### config.mk
export PLATFORM = sky130hd
export DESIGN_NAME = cssc_stage_ctrl
export DESIGN_NICKNAME = d
export VERILOG_FILES = /design/src/include/cssc_pkg.sv /design/src/cssc_hold_timer.sv /design/src/cssc_stage_ctrl.sv
export SDC_FILE = /design/constraint.sdc
export NUM_CORES = 1
export LEC_CHECK = 0
export BUFFER_PORTS_ARGS = -buffer_cell sky130_fd_sc_hd__buf_4
export CAP_MARGIN = 10
export CORE_MARGIN = 5
export CORE_UTILIZATION = 54
export DETAILED_ROUTE_END_ITERATION = 12
export GPL_TIMING_DRIVEN = 0
export PLACE_DENSITY = 0.83
export SYNTH_ARGS = -nofsm -noshare
export SYNTH_HDL_FRONTEND = slang
export SYNTH_HIERARCHICAL = 1
export SYNTH_SLANG_ARGS = --single-unit
### constraint.sdc
create_clock -name clk_sys -period 2.8 [get_ports clk_sys]
set_clock_uncertainty 0.15 [all_clocks]
set_input_delay 0.84 -clock clk_sys [delete_from_list [all_inputs] [get_ports clk_sys]]
set_output_delay 0.84 -clock clk_sys [all_outputs]
set_load 0.05 [all_outputs]
### src/include/cssc_pkg.sv
// Constants shared by the configurable stage and stepper control block.
// Assumes a single 20 MHz system clock and synchronous command frames.
package cssc_pkg;

  // ==========================================================================
  // Clock and timing
  localparam int unsigned CLK_HZ = 20_000_000;
  localparam int unsigned CYCLES_PER_MS = CLK_HZ / 1000;
  localparam int unsigned HOLD_MIN_MS = 400;
  localparam int unsigned HOLD_MAX_MS = 800;
  localparam int unsigned HOLD_CYCLES = HOLD_MIN_MS * CYCLES_PER_MS;
  localparam int unsigned HOLD_MAX_CYCLES = HOLD_MAX_MS * CYCLES_PER_MS;

  // ==========================================================================
  // Stage positions in the eight-bit stage vector
  localparam int unsigned STAGE_COUNT = 8;
  localparam int unsigned ST_B1_HS_A = 0;
  localparam int unsigned ST_B1_LS_A = 1;
  localparam int unsigned ST_B1_HS_B = 2;
  localparam int unsigned ST_B1_LS_B = 3;
  localparam int unsigned ST_B2_HS_A = 4;
  localparam int unsigned ST_B2_HS_B = 5;
  localparam int unsigned ST_B2_LS_A = 6;
  localparam int unsigned ST_B2_LS_B = 7;

  // ==========================================================================
  // Arrangement select codes and reset values
  localparam logic [1:0] ARR_BRIDGE = 2'h0;
  localparam logic [1:0] ARR_RESET = 2'h0;
  localparam logic [1:0] PHASE_START = 2'h0;
  localparam logic [1:0] PHASE_STEP = 2'h1;
  localparam logic [7:0] STAGES_OFF = 8'h00;
  localparam logic DIR_RESET = 1'b1;

  // ==========================================================================
  // Phase drive patterns, bit order as the stage vector
  localparam logic [7:0] PHASE0_DRIVE = 8'h69;
  localparam logic [7:0] PHASE1_DRIVE = 8'h99;
  localparam logic [7:0] PHASE2_DRIVE = 8'h96;
  localparam logic [7:0] PHASE3_DRIVE = 8'h66;

  // ==========================================================================
  // Low-battery hold sequencer states
  typedef enum logic [2:0] {
    HOLD_IDLE = 3'h1,
    HOLD_RUN = 3'h2,
    HOLD_DONE = 3'h4
  } cssc_hold_state_type;

endpackage : cssc_pkg

### src/cssc_hold_timer.sv
// Low-battery hold of one high-side stage during cranking.
// Assumes start and takeover are single-cycle pulses synchronous to clk_sys.
module cssc_hold_timer #(
  parameter int unsigned HOLD_CYCLES = cssc_pkg::HOLD_CYCLES
) (
  // Clock and reset
  input wire logic clk_sys,
  input wire logic rst_n,
  // Control
  input wire logic start,
  input wire logic takeover,
  // Status
  output logic hold_on
);

  localparam int unsigned CW = $clog2(HOLD_CYCLES + 1);

  initial begin
    if (HOLD_CYCLES < 1) begin
      $error("HOLD_CYCLES must be at least one");
    end
  end

  cssc_pkg::cssc_hold_state_type state_q;
  logic [CW-1:0] cnt_q;

  // ==========================================================================
  // Hold sequencer
  always_ff @(posedge clk_sys or negedge rst_n) begin
    if (!rst_n) begin
      state_q <= cssc_pkg::HOLD_IDLE;
      cnt_q <= '0;
      hold_on <= 1'b0;
    end else begin
      case (state_q)
        cssc_pkg::HOLD_IDLE: begin
          if (start) begin
            state_q <= cssc_pkg::HOLD_RUN;
            cnt_q <= CW'(HOLD_CYCLES - 1);
            hold_on <= 1'b1;
          end
        end
        cssc_pkg::HOLD_RUN: begin
          if (takeover || cnt_q == '0) begin
            state_q <= cssc_pkg::HOLD_DONE;
            hold_on <= 1'b0;
          end else begin
            cnt_q <= cnt_q - 1'b1;
          end
        end
        cssc_pkg::HOLD_DONE: begin
          state_q <= cssc_pkg::HOLD_IDLE;
        end
        default: begin
          state_q <= cssc_pkg::HOLD_IDLE;
          hold_on <= 1'b0;
        end
      endcase
    end
  end

  // ==========================================================================
  // Checks
  hold_bound_a: assert property (@(posedge clk_sys) disable iff (!rst_n)
    hold_on |-> cnt_q <= CW'(HOLD_CYCLES - 1))
    else $error("hold counter out of range");
  hold_start_a: assert property (@(posedge clk_sys) disable iff (!rst_n)
    (start && state_q == cssc_pkg::HOLD_IDLE) |=> hold_on)
    else $error("hold did not start");

endmodule : cssc_hold_timer

### src/cssc_stage_ctrl.sv
// Eight configurable power stages: individual switches or two stepper bridges.
// Assumes command frames arrive as synchronous one-cycle strobes with write flags.
//
// Notes on behaviour
// Four high and four low stages; bridge arrangement after reset.
// Individual mode may parallel each bridge's two low-side stages.
// Individual mode drives each stage from its own bit, unchecked.
// Held high stages stay on from controller reset fall until timeout or takeover.
// Two separate bits enable hold on each held high stage.
// Any hold enable set forces individual arrangement.
// Bridge mode forms two full bridges driven only by enable, direction, step.
// With enable set, a step write from 0 to 1 advances one phase.
// A step write of 0 keeps the conducting switches unchanged.
// Enable at 0 turns off every bridge switch.
// Direction 1 walks the phase table forward.
// Direction 0 walks the phase table backward.
// After reset the phase is the start position.
// Bridge mode never turns on high and low of one half-bridge.
// Step and direction in one frame step with the old direction.
// Step and enable in one frame: only enable is taken.
// Hold interval lasts between 400 and 800 ms.
// Two-bit phase index wraps; rising step found against stored step bit.
module cssc_stage_ctrl #(
  parameter int unsigned HOLD_CYCLES = cssc_pkg::HOLD_CYCLES
) (
  // Clock and reset
  input wire logic clk_sys,
  input wire logic rst_n,
  // Command frame strobe
  input wire logic frame_valid,
  // Stepper bits of a frame
  input wire logic frame_en_wr,
  input wire logic frame_en,
  input wire logic frame_dir_wr,
  input wire logic frame_dir,
  input wire logic frame_step_wr,
  input wire logic frame_step,
  // Individual stage bits of a frame
  input wire logic frame_sw_wr,
  input wire logic [7:0] frame_sw,
  // Configuration bits of a frame
  input wire logic frame_cfg_wr,
  input wire logic [1:0] frame_stage_arrangement_sel,
  input wire logic frame_hold_enable_bridge1_high,
  input wire logic frame_hold_enable_bridge2_high,
  input wire logic frame_pair_ls_b1,
  input wire logic frame_pair_ls_b2,
  // Supply and controller state
  input wire logic low_batt_level,
  input wire logic mcu_reset_n,
  // Stage drives
  output logic b1_hs_a,
  output logic b1_ls_a,
  output logic b1_hs_b,
  output logic b1_ls_b,
  output logic b2_hs_a,
  output logic b2_hs_b,
  output logic b2_ls_a,
  output logic b2_ls_b,
  // Status
  output logic bridge_mode,
  output logic [1:0] phase_index
);

  initial begin
    if (HOLD_CYCLES < 1) begin
      $error("HOLD_CYCLES must be positive");
    end
  end

  // ==========================================================================
  // Phase decode
  function automatic logic [7:0] phase_drive(input logic [1:0] idx);
    logic [7:0] drv;
    drv = cssc_pkg::PHASE0_DRIVE;
    case (idx)
      2'h0: drv = cssc_pkg::PHASE0_DRIVE;
      2'h1: drv = cssc_pkg::PHASE1_DRIVE;
      2'h2: drv = cssc_pkg::PHASE2_DRIVE;
      default: drv = cssc_pkg::PHASE3_DRIVE;
    endcase
    return drv;
  endfunction : phase_drive

  function automatic logic [7:0] no_cross(input logic [7:0] v);
    logic [7:0] r;
    r = v;
    if (v[cssc_pkg::ST_B1_HS_A] && v[cssc_pkg::ST_B1_LS_A]) begin
      r[cssc_pkg::ST_B1_HS_A] = 1'b0;
      r[cssc_pkg::ST_B1_LS_A] = 1'b0;
    end
    if (v[cssc_pkg::ST_B1_HS_B] && v[cssc_pkg::ST_B1_LS_B]) begin
      r[cssc_pkg::ST_B1_HS_B] = 1'b0;
      r[cssc_pkg::ST_B1_LS_B] = 1'b0;
    end
    if (v[cssc_pkg::ST_B2_HS_A] && v[cssc_pkg::ST_B2_LS_A]) begin
      r[cssc_pkg::ST_B2_HS_A] = 1'b0;
      r[cssc_pkg::ST_B2_LS_A] = 1'b0;
    end
    if (v[cssc_pkg::ST_B2_HS_B] && v[cssc_pkg::ST_B2_LS_B]) begin
      r[cssc_pkg::ST_B2_HS_B] = 1'b0;
      r[cssc_pkg::ST_B2_LS_B] = 1'b0;
    end
    return r;
  endfunction : no_cross

  function automatic logic crossed(input logic [7:0] v);
    return (v[cssc_pkg::ST_B1_HS_A] && v[cssc_pkg::ST_B1_LS_A])
        || (v[cssc_pkg::ST_B1_HS_B] && v[cssc_pkg::ST_B1_LS_B])
        || (v[cssc_pkg::ST_B2_HS_A] && v[cssc_pkg::ST_B2_LS_A])
        || (v[cssc_pkg::ST_B2_HS_B] && v[cssc_pkg::ST_B2_LS_B]);
  endfunction : crossed

  // ==========================================================================
  // State
  logic [1:0] arr_sel_q;
  logic hold_en1_q;
  logic hold_en2_q;
  logic pair1_q;
  logic pair2_q;
  logic en_q;
  logic dir_q;
  logic step_q;
  logic [1:0] phase_q;
  logic [7:0] sw_q;
  logic mcu_rst_prev_q;
  logic [7:0] stage_q;
  logic [7:0] stage_d;
  logic indiv_mode;
  logic step_rise;
  logic mcu_rst_fall;
  logic hold1_on;
  logic hold2_on;
  logic sw_take;

  assign indiv_mode = (arr_sel_q != cssc_pkg::ARR_BRIDGE) || hold_en1_q || hold_en2_q;
  assign step_rise = frame_valid && frame_step_wr && frame_step && !step_q
      && en_q && !frame_en_wr;
  assign mcu_rst_fall = mcu_rst_prev_q && !mcu_reset_n;
  assign sw_take = frame_valid && frame_sw_wr;

  // ==========================================================================
  // Configuration
  always_ff @(posedge clk_sys or negedge rst_n) begin
    if (!rst_n) begin
      arr_sel_q <= cssc_pkg::ARR_RESET;
      hold_en1_q <= 1'b0;
      hold_en2_q <= 1'b0;
      pair1_q <= 1'b0;
      pair2_q <= 1'b0;
    end else if (frame_valid && frame_cfg_wr) begin
      arr_sel_q <= frame_stage_arrangement_sel;
      hold_en1_q <= frame_hold_enable_bridge1_high;
      hold_en2_q <= frame_hold_enable_bridge2_high;
      pair1_q <= frame_pair_ls_b1;
      pair2_q <= frame_pair_ls_b2;
    end
  end

  // ==========================================================================
  // Stepper command bits
  always_ff @(posedge clk_sys or negedge rst_n) begin
    if (!rst_n) begin
      en_q <= 1'b0;
      dir_q <= cssc_pkg::DIR_RESET;
      step_q <= 1'b0;
    end else if (frame_valid) begin
      if (frame_en_wr) begin
        en_q <= frame_en;
      end
      if (frame_dir_wr) begin
        dir_q <= frame_dir;
      end
      if (frame_step_wr && !frame_en_wr) begin
        step_q <= frame_step;
      end
    end
  end

  // ==========================================================================
  // Phase index
  always_ff @(posedge clk_sys or negedge rst_n) begin
    if (!rst_n) begin
      phase_q <= cssc_pkg::PHASE_START;
    end else if (step_rise) begin
      if (dir_q) begin
        phase_q <= phase_q + cssc_pkg::PHASE_STEP;
      end else begin
        phase_q <= phase_q - cssc_pkg::PHASE_STEP;
      end
    end
  end

  // ==========================================================================
  // Individual stage bits
  always_ff @(posedge clk_sys or negedge rst_n) begin
    if (!rst_n) begin
      sw_q <= cssc_pkg::STAGES_OFF;
      mcu_rst_prev_q <= 1'b1;
    end else begin
      mcu_rst_prev_q <= mcu_reset_n;
      if (mcu_rst_fall) begin
        sw_q <= cssc_pkg::STAGES_OFF;
      end else if (sw_take) begin
        sw_q <= frame_sw;
      end
    end
  end

  // ==========================================================================
  // Low-battery hold of the two high-side a stages
  cssc_hold_timer #(
    .HOLD_CYCLES(HOLD_CYCLES)
  ) u_hold1 (
    .clk_sys(clk_sys),
    .rst_n(rst_n),
    .start(mcu_rst_fall && low_batt_level && hold_en1_q && stage_q[cssc_pkg::ST_B1_HS_A]),
    .takeover(sw_take),
    .hold_on(hold1_on)
  );

  cssc_hold_timer #(
    .HOLD_CYCLES(HOLD_CYCLES)
  ) u_hold2 (
    .clk_sys(clk_sys),
    .rst_n(rst_n),
    .start(mcu_rst_fall && low_batt_level && hold_en2_q && stage_q[cssc_pkg::ST_B2_HS_A]),
    .takeover(sw_take),
    .hold_on(hold2_on)
  );

  // ==========================================================================
  // Stage drive selection
  always_comb begin
    stage_d = cssc_pkg::STAGES_OFF;
    if (indiv_mode) begin
      stage_d = sw_q;
      if (pair1_q) begin
        stage_d[cssc_pkg::ST_B1_LS_B] = sw_q[cssc_pkg::ST_B1_LS_A];
      end
      if (pair2_q) begin
        stage_d[cssc_pkg::ST_B2_LS_B] = sw_q[cssc_pkg::ST_B2_LS_A];
      end
      if (hold1_on) begin
        stage_d[cssc_pkg::ST_B1_HS_A] = 1'b1;
      end
      if (hold2_on) begin
        stage_d[cssc_pkg::ST_B2_HS_A] = 1'b1;
      end
    end else if (en_q) begin
      stage_d = no_cross(phase_drive(phase_q));
    end else begin
      stage_d = cssc_pkg::STAGES_OFF;
    end
  end

  always_ff @(posedge clk_sys or negedge rst_n) begin
    if (!rst_n) begin
      stage_q <= cssc_pkg::STAGES_OFF;
      bridge_mode <= 1'b1;
      phase_index <= cssc_pkg::PHASE_START;
    end else begin
      stage_q <= stage_d;
      bridge_mode <= !indiv_mode;
      phase_index <= phase_q;
    end
  end

  assign b1_hs_a = stage_q[cssc_pkg::ST_B1_HS_A];
  assign b1_ls_a = stage_q[cssc_pkg::ST_B1_LS_A];
  assign b1_hs_b = stage_q[cssc_pkg::ST_B1_HS_B];
  assign b1_ls_b = stage_q[cssc_pkg::ST_B1_LS_B];
  assign b2_hs_a = stage_q[cssc_pkg::ST_B2_HS_A];
  assign b2_hs_b = stage_q[cssc_pkg::ST_B2_HS_B];
  assign b2_ls_a = stage_q[cssc_pkg::ST_B2_LS_A];
  assign b2_ls_b = stage_q[cssc_pkg::ST_B2_LS_B];

  // ==========================================================================
  // Checks
  reset_bridge_a: assert property (@(posedge clk_sys)
    $rose(rst_n) |-> !indiv_mode)
    else $error("arrangement not bridge after reset");

  hold_forces_indiv_a: assert property (@(posedge clk_sys) disable iff (!rst_n)
    (hold_en1_q || hold_en2_q) |=> !bridge_mode)
    else $error("hold enable did not force individual mode");

  indiv_direct_a: assert property (@(posedge clk_sys) disable iff (!rst_n)
    (indiv_mode && !pair1_q && !pair2_q && !hold1_on && !hold2_on) |=> stage_q == $past(sw_q))
    else $error("individual stage not following its bit");

  pair_follow_a: assert property (@(posedge clk_sys) disable iff (!rst_n)
    (indiv_mode && pair1_q) |=> stage_q[cssc_pkg::ST_B1_LS_B] == stage_q[cssc_pkg::ST_B1_LS_A])
    else $error("paired low side not following");

  enable_off_a: assert property (@(posedge clk_sys) disable iff (!rst_n)
    (!indiv_mode && !en_q) |=> stage_q == cssc_pkg::STAGES_OFF)
    else $error("bridge not off with enable clear");

  no_shoot_a: assert property (@(posedge clk_sys) disable iff (!rst_n)
    bridge_mode |-> !crossed(stage_q))
    else $error("half-bridge cross conduction");

  step_fwd_a: assert property (@(posedge clk_sys) disable iff (!rst_n)
    (step_rise && dir_q) |=> phase_q == $past(phase_q) + 2'h1)
    else $error("forward step wrong");

  step_rev_a: assert property (@(posedge clk_sys) disable iff (!rst_n)
    (step_rise && !dir_q) |=> phase_q == $past(phase_q) - 2'h1)
    else $error("reverse step wrong");

  step_zero_a: assert property (@(posedge clk_sys) disable iff (!rst_n)
    (frame_valid && frame_step_wr && !frame_step) |=> $stable(phase_q))
    else $error("phase moved on a zero step write");

  step_with_en_a: assert property (@(posedge clk_sys) disable iff (!rst_n)
    (frame_valid && frame_en_wr) |=> $stable(phase_q))
    else $error("step taken with enable in same frame");

  step_old_dir_a: assert property (@(posedge clk_sys) disable iff (!rst_n)
    (step_rise && frame_dir_wr) |=> phase_q == ($past(dir_q) ? $past(phase_q) + 2'h1 : $past(phase_q) - 2'h1))
    else $error("step used new direction");

  phase_out_a: assert property (@(posedge clk_sys) disable iff (!rst_n)
    (!indiv_mode && en_q && !step_rise) ##1 (!indiv_mode && en_q)
      |-> stage_q == phase_drive(phase_q))
    else $error("bridge drive does not match phase");

  start_phase_a: assert property (@(posedge clk_sys)
    $rose(rst_n) |-> phase_q == cssc_pkg::PHASE_START)
    else $error("phase not at start after reset");

  held_on_a: assert property (@(posedge clk_sys) disable iff (!rst_n)
    (hold1_on && indiv_mode) |=> b1_hs_a)
    else $error("held stage dropped during hold");

endmodule : cssc_stage_ctrl

==> results of run 1 <==
final cells by class:
type / instances / area (µm²)
clock inverter: 5 / 108
multi-input combinational: 310 / 1970
fill: 615 / 2730
clock buffer: 11 / 141
timing repair buffer: 41 / 308
buffer: 11 / 72.6
sequential: 85 / 2130
inverter: 13 / 61.3
tap: 102 / 128
synthesized netlist by cell type (3+ instances only):
library cell	number	area share
a211oi_1	4	0.0072
a21oi_1	21	0.025
a31oi_1	6	0.0090
and4_1	6	0.013
clkbuf_1	10	0.0090
dfrtp_1	80	0.48
dfstp_2	5	0.031
ha_1	6	0.018
inv_1	12	0.011
mux2_2	9	0.024
mux2i_1	11	0.026
nand2_1	57	0.051
nand2b_1	4	0.0060
nand3_1	27	0.032
nand3b_1	3	0.0054
nand4_1	4	0.0060
nor2_1	35	0.031
nor3_1	23	0.028
nor4_1	10	0.015
o211ai_1	4	0.0072
o21ai_0	10	0.012
or2_2	4	0.0060
or3_1	6	0.0090
or4_4	3	0.0081
xnor2_1	5	0.010
xor2_1	19	0.040
metal layers:
| metal | global-route usage | vias to the layer above | share of wire |
|---|---|---|---|
| met1 | 0.255 | 1585 | 0.44 |
| met5 | 0 | - | 0 |
| met3 | 0.0357 | 16 | 0.045 |
| li1 | - | 1603 | - |
| met4 | 0.0660 | 0 | 0.020 |
| met2 | 0.314 | 106 | 0.49 |
worst paths after layout:
path,startpoint,endpoint,slack [ns]
min,phase_q[0],phase_index[0],0.30
max reg2reg,mcu_rst_prev_q,u_hold1/cnt_q[19],0.14
max in group asynchronous,rst_n,u_hold2/cnt_q[7],1.31
min in group asynchronous,rst_n,u_hold2/cnt_q[16],0.50
max,mcu_reset_n,u_hold1/cnt_q[19],0.08
min reg2reg,phase_q[0],phase_index[0],0.30
report_power, final:
group	internal (mW)	switching, mW	leakage [nW]
logic	0.391	0.588	1.04
registers	1.53	0.301	1.02
clock network	0.621	0.434	0.124
total	2.54	1.32	2.19
logic make-up after synthesis:
| family | Yosys count | synth area share |
|---|---|---|
| flip-flops | 85 | 0.511 |
| AO/OA/AOI/OAI | 62 | 0.0935 |
| multiplexers | 20 | 0.0507 |
| AND/OR/NAND/NOR | 198 | 0.249 |
| adder cells (fa/ha/maj) | 6 | 0.0180 |
| XOR/XNOR | 24 | 0.0504 |
| buffers and inverters | 25 | 0.0273 |
cells in the final DEF, fill, tap and decap left out, drive strengths merged, types with 6 or more instances in the layout:
master	netlist	layout
nor4	12	12
nand2	58	58
and4	6	6
nand3	27	27
o21ai	14	14
a31oi	6	6
nor3	23	23
nor2	35	35
inv	12	12
dfrtp	80	80
buf	2	42
mux2i	11	11
xor2	19	19
ha	6	6
mux2	9	9
a21oi	23	23
clkbuf	10	21
or3	8	8
registers in the layout, indices dropped and copies added (netlist names):
name / flops
u_hold1/cnt_q: 23
u_hold2/cnt_q: 23
stage_q: 8
sw_q: 8
u_hold1/state_q: 3
u_hold2/state_q: 3
arr_sel_q: 2
phase_index: 2
phase_q: 2
bridge_mode: 1
dir_q: 1
en_q: 1
hold_en1_q: 1
hold_en2_q: 1
mcu_rst_prev_q: 1
pair1_q: 1
pair2_q: 1
step_q: 1
u_hold1/hold_on: 1
u_hold2/hold_on: 1
stage by stage:
| stage | area [µm²] | utilization | std cells | setup TNS, ns | hold WS, ns |
|---|---|---|---|---|---|
| 4_1_cts | 4880 | 0.638 | 574 | 0 | 0.300 |
| 6_report | 4920 | 0.643 | 578 | 0 | 0.301 |
| 3_3_place_gp | 4630 | 0.606 | 558 | -5.60 | 0.270 |
| 2_1_floorplan | 4230 | - | 420 | 0 | 0.251 |
| 5_1_grt | 4920 | 0.643 | 578 | 0 | 0.327 |
| 3_5_place_dp | 4630 | 0.606 | 558 | -7.75 | 0.280 |
what timing repair did:
action,4_1_cts,5_1_grt
resized for setup,0,5
setup endpoints to repair,0,15
setup buffers,0,5
worst max-delay path, stage by stage:
cell and delay [ns]:
buf_4 0.12, nor2b_1 0.11, clkbuf_1 0.36, and4_1 0.33, nand3b_1 0.20, or2_2 0.32
clkbuf_1 0.16, clkbuf_1 0.27, o21ai_1 0.13
==> out/qor.yml, run 1 <==
clock_network:
  htree_levels: 3
  cts.reportedPaths.clkPinSlew_ns: 0.08
  cts_inserted_buffers: 9
  cts_buffer_depth: 2
  cts.sinks: 85
  cts-hold-fix-buffers: 0
  cts_root_buf: "clkbuf_8"
  clk_latency_ns: 0.34
  cts_tree: "built"
route:
  vias_per_cell: 5.73
  drc: 0
  drt_wl_total_um: 8850
  drtAntennaViolNets: 0
  num_vias: 3310
  drt-wirelength-per-cell_um: 15.3
  drtPass1Iterations: 5
  drt_iter0_markers: 217
yosys:
  syn_avg_cell_area_um2: 9.94
  synth_cells: 420
  ys_seq_area_frac: 0.511
  synth_edf_count: 0
  yosys_warnings: 6
  synthArstFlopShare: 1.00
  synth_top_flop_cell: "dfrtp_1"
  ys_ff_latch: 85
  synth_nets: 453
  synth.cell_area_um2: 4170
  yosysUniqueCellTypes: 47
placed_design:
  hpwl_um: 6180
  preCtsSetupSlack_ns: -0.285
  io_buffers: 36
  gp_congestion: 0.863
setup_path:
  end_kind: "flop"
  critPathMaxFanout: 10
  worstRegToRegCells: 8
  start_kind: "input pin"
  critPathKind: "input pin to flop"
  worstPathArrival_ns: 2.84
  cp.required_ns: 2.92
timing:
  timing.final.crit_share: 0.972
  max_slew_margin: 0.307
  period_needed_ns: 2.72
  rsz0062_at_grt: "false"
  setup_viol: 0
  fmax_ghz: 0.367
  finalMaxSlewViolations: 0
  tightest_slew_ns: 1.04
  worst_slack_ns: 0.0783
  hold_viol_final: 0
global_routing:
  grtUsageTotal: 0.191
  grt_max_degree: 86
  grt_pass1_vias: 3236
  antenna_found_initial: 0
  grt_pass1_wl_um: 15000
  overflow: 0
floorplan:
  pin_count: 38
  die_x_um: 97.9
  die_area_um2: 9590
  core_area_um2: 7650
  die_h_um: 97.9
  rows: 32
  start_util: 0.546
power_and_ir_drop:
  power.density_nw_per_um2: 786
  p_leak_nw: 2.19
  power_mw: 3.87
  ir_drop_uv: 621
hold_path:
  hold_class: "flop to flop"
  whs_path_depth: 0
final_layout:
  drive_gt1_frac: 0.212
  final_nets: 504
  syn_to_final_growth_pct: 17.9
  diodes: 0
outcome:
  outcome: "finished, final reports clean"
run:
  drv_cap: 0
No activity file was read; power rests on OpenSTA's default activity.
==> run 2, diff against run 1 <==
--- a/config.mk
+++ b/config.mk
@@ -7,11 +7,12 @@
 export LEC_CHECK = 0
 export BUFFER_PORTS_ARGS = -buffer_cell sky130_fd_sc_hd__buf_4
 export CAP_MARGIN = 10
-export CORE_MARGIN = 5
 export CORE_UTILIZATION = 54
 export DETAILED_ROUTE_END_ITERATION = 12
 export GPL_TIMING_DRIVEN = 0
+export HOLD_SLACK_MARGIN = 0.03
 export PLACE_DENSITY = 0.83
+export SKIP_CTS_REPAIR_TIMING = 1
 export SYNTH_ARGS = -nofsm -noshare
 export SYNTH_HDL_FRONTEND = slang
 export SYNTH_HIERARCHICAL = 1
==> run 2 against run 1 <==
Compared with the run above:
- first-iteration DRC count shrank 12%
- hold slack lost 0.0034 ns
- worst setup slack gained 0.089 ns
- sequential share of layout area grew 0.66 points
- clock power shrank 17%
- power shrank 4.7%
- critical path type unchanged
- sequential cell count is the same
- routed wire length shrank 2.5%
- critical path depth is the same
- die area shrank 16%
- highest routed layer unchanged
- register-to-register slack gained 0.08 ns
- global-route usage grew 4.0 points
- critical endpoint unchanged
==> out/qor.yml, run 2 (synthesis gave the netlist of run 1 again) <==
clock_network:
  cts_tree: "built"
  htree_levels: 3  # unchanged
  cts.reportedPaths.clkPinSlew_ns: 0.08  # about the same
  cts_root_buf: "clkbuf_8"
  clk_latency_ns: 0.36  # +0.02 ns
  cts_buffer_depth: 2  # unchanged
  cts.sinks: 85  # unchanged
  cts_inserted_buffers: 9  # unchanged
setup_path:
  r2r-start: "mcu_rst_prev_q"
  worstRegToRegCells: 8  # unchanged
  cp.required_ns: 2.94  # +0.02 ns
  rrSetupSlack_ns: 0.22  # +0.08 ns
  cpMostUsedCell: "clkbuf_1"
  end_kind: "flop"
  slowest_delay_ns: 0.36  # about the same
  crit_chain: "buf_4 -> nor2b_1 -> clkbuf_1 -> and4_1 -> nand3b_1 -> or2_2 -> clkbuf_1 -> clkbuf_1 -> o21ai_1"
  slowest_stage: "clkbuf_1"
  r2r-end: "u_hold1/cnt_q[19]"
  critPathMaxFanout: 10  # unchanged
  start_kind: "input pin"
  worstPathArrival_ns: 2.77  # -0.07 ns
  critPathKind: "input pin to flop"
route:
  drtPass1Iterations: 4  # -1
  drt-wirelength-per-cell_um: 15.1  # -1.6%
  vias_per_cell: 5.80  # +1.4%
  drc: 0  # unchanged
  drt_iter0_markers: 190  # -12%
  num_vias: 3326  # +0.48%
  drt_wl_total_um: 8640  # -2.5%
  drtAntennaViolNets: 0  # unchanged
timing:
  setup_viol: 0  # unchanged
  timing.final.crit_share: 0.940  # -0.0319
  hold_viol_final: 0  # unchanged
  fmax_ghz: 0.380  # +3.4%
  worst_slack_ns: 0.168  # +0.0893 ns
  fin_tns_setup_ns: 0  # unchanged
  tightest_slew_ns: 1.05  # +0.00850 ns
  period_needed_ns: 2.63  # -0.0893 ns
  max_slew_margin: 0.301  # -0.00566
  finalMaxSlewViolations: 0  # unchanged
final_layout:
  syn_to_final_growth_pct: 16.1
  diodes: 0  # unchanged
  layout_commonest_cell: "dfrtp_1"
  top_regs: "u_hold1/cnt_q x23, u_hold2/cnt_q x23"
  final_nets: 502  # -0.40%
  drive_gt1_frac: 0.205  # -0.00754
  mostFrequentLayoutCells: "dfrtp_1, nand2_1, buf_4, nor2_1, nand3_1"
outcome:
  outcome: "finished, final reports clean"
global_routing:
  grt_max_degree: 86  # unchanged
  antenna_found_initial: 0  # unchanged
  grtUsageTotal: 0.231  # +0.0401
  overflow: 0  # unchanged
  grt_pass1_wl_um: 15000  # -0.32%
  grt_pass1_vias: 3301  # +2.0%
power_and_ir_drop:
  p_seq_frac: 0.495  # +0.021
  power.switching_mw: 1.32  # about the same
  combPwrFrac: 0.266  # +0.013
  swShare: 0.360  # +0.0172
  power.density_nw_per_um2: 760  # -3.3%
  p_clk_frac: 0.239  # -0.034
  ir_drop_uv: 506  # -19%
  power.internal_mw: 2.36  # -7.2%
  p_leak_nw: 2.16  # -1.3%
hold_path:
  holdPathEnd: "phase_index[1]"
  whs_path_depth: 0  # unchanged
  hold_class: "flop to flop"
  hp-start: "phase_q[1]"
floorplan:
  die_h_um: 89.9  # -8.2%
  start_util: 0.566  # +0.0206
  pin_count: 38  # unchanged
  core_area_um2: 7370  # -3.6%
  die_area_um2: 8090  # -16%
  rows: 31  # -3.1%
  die_x_um: 89.9  # -8.2%
run:
  drv_cap: 0  # unchanged
placed_design:
  hpwl_um: 6020  # -2.6%
  gp_congestion: 0.835  # -3.2%
  preCtsSetupSlack_ns: -0.328  # -0.0433 ns
  io_buffers: 36  # unchanged
[run 2: changes by cell type in the layout (fill, tap and decap cells not counted), moves of 2 or more]
cell / previous run / this run
buf_4: 41 / 39
bufinv_16: 3 / 1
clkinv_2: 0 / 2
o21ai_0: 8 / 10
o21ai_1: 4 / 2
[run 2: power by group through the flow]
stage / Sequential, mW / Combinational (mW) / Clock [mW]
2_1_floorplan: 1.92 / 0.581 / 0
3_3_place_gp: 1.82 / 0.925 / 0
3_5_place_dp: 1.84 / 0.972 / 0
4_1_cts: 1.82 / 0.978 / 0.896
5_1_grt: 1.87 / 1.09 / 0.947
6_report: 1.82 / 0.979 / 0.880
[run 2: final cells by class]
class                           instances  area, µm²
Clock buffer                           11        141
Timing Repair Buffer                   39        293
Tap cell                               99        124
Clock inverter                          5       57.6
Multi-Input combinational cell        310       1960
Sequential cell                        85       2130
Fill cell                             594       2520
Buffer                                 11       72.6
Inverter                               13       61.3
[run 2: how the worst max path moves through the flow]
stage | start | endpoint | slack, ns | cells after the start
after floorplan | frame_sw_wr | u_hold1/cnt_q[21] | 0.003 | 9
after global placement | frame_valid | u_hold1/cnt_q[22] | -0.25 | 10
after detailed placement | frame_valid | u_hold2/cnt_q[21] | -0.33 | 10
after CTS | frame_valid | u_hold1/cnt_q[21] | 0.06 | 10
after global routing | mcu_reset_n | u_hold1/cnt_q[19] | -0.003 | 9
final | mcu_reset_n | u_hold1/cnt_q[19] | 0.17 | 9
[run 2: critical path: cells and delay by family]
kind / cells / cell delay (ns)
buf+inv: 4 / 0.88
simple gates: 4 / 0.88
compound gates: 1 / 0.15
[run 2: metrics by stage]
| step | util | std cells | power, mW | hold WS, ns | cell area, µm² |
|---|---|---|---|---|---|
| 6_report | 0.658 | 573 | 3.68 | 0.298 | 4850 |
| 5_1_grt | 0.658 | 573 | 3.91 | 0.307 | 4850 |
| 4_1_cts | 0.655 | 571 | 3.70 | 0.302 | 4830 |
| 3_5_place_dp | 0.628 | 555 | 2.82 | 0.281 | 4630 |
| 3_3_place_gp | 0.628 | 555 | 2.75 | 0.273 | 4630 |
| 2_1_floorplan | - | 420 | 2.50 | 0.251 | 4230 |
[run 2: routing by layer]
layer | GRT usage | vias up | part of all wire
met5 | 0 | - | 0
met4 | 0.0806 | 0 | 0.012
met3 | 0.0584 | 12 | 0.049
met2 | 0.379 | 85 | 0.49
met1 | 0.300 | 1631 | 0.44
li1 | - | 1598 | -
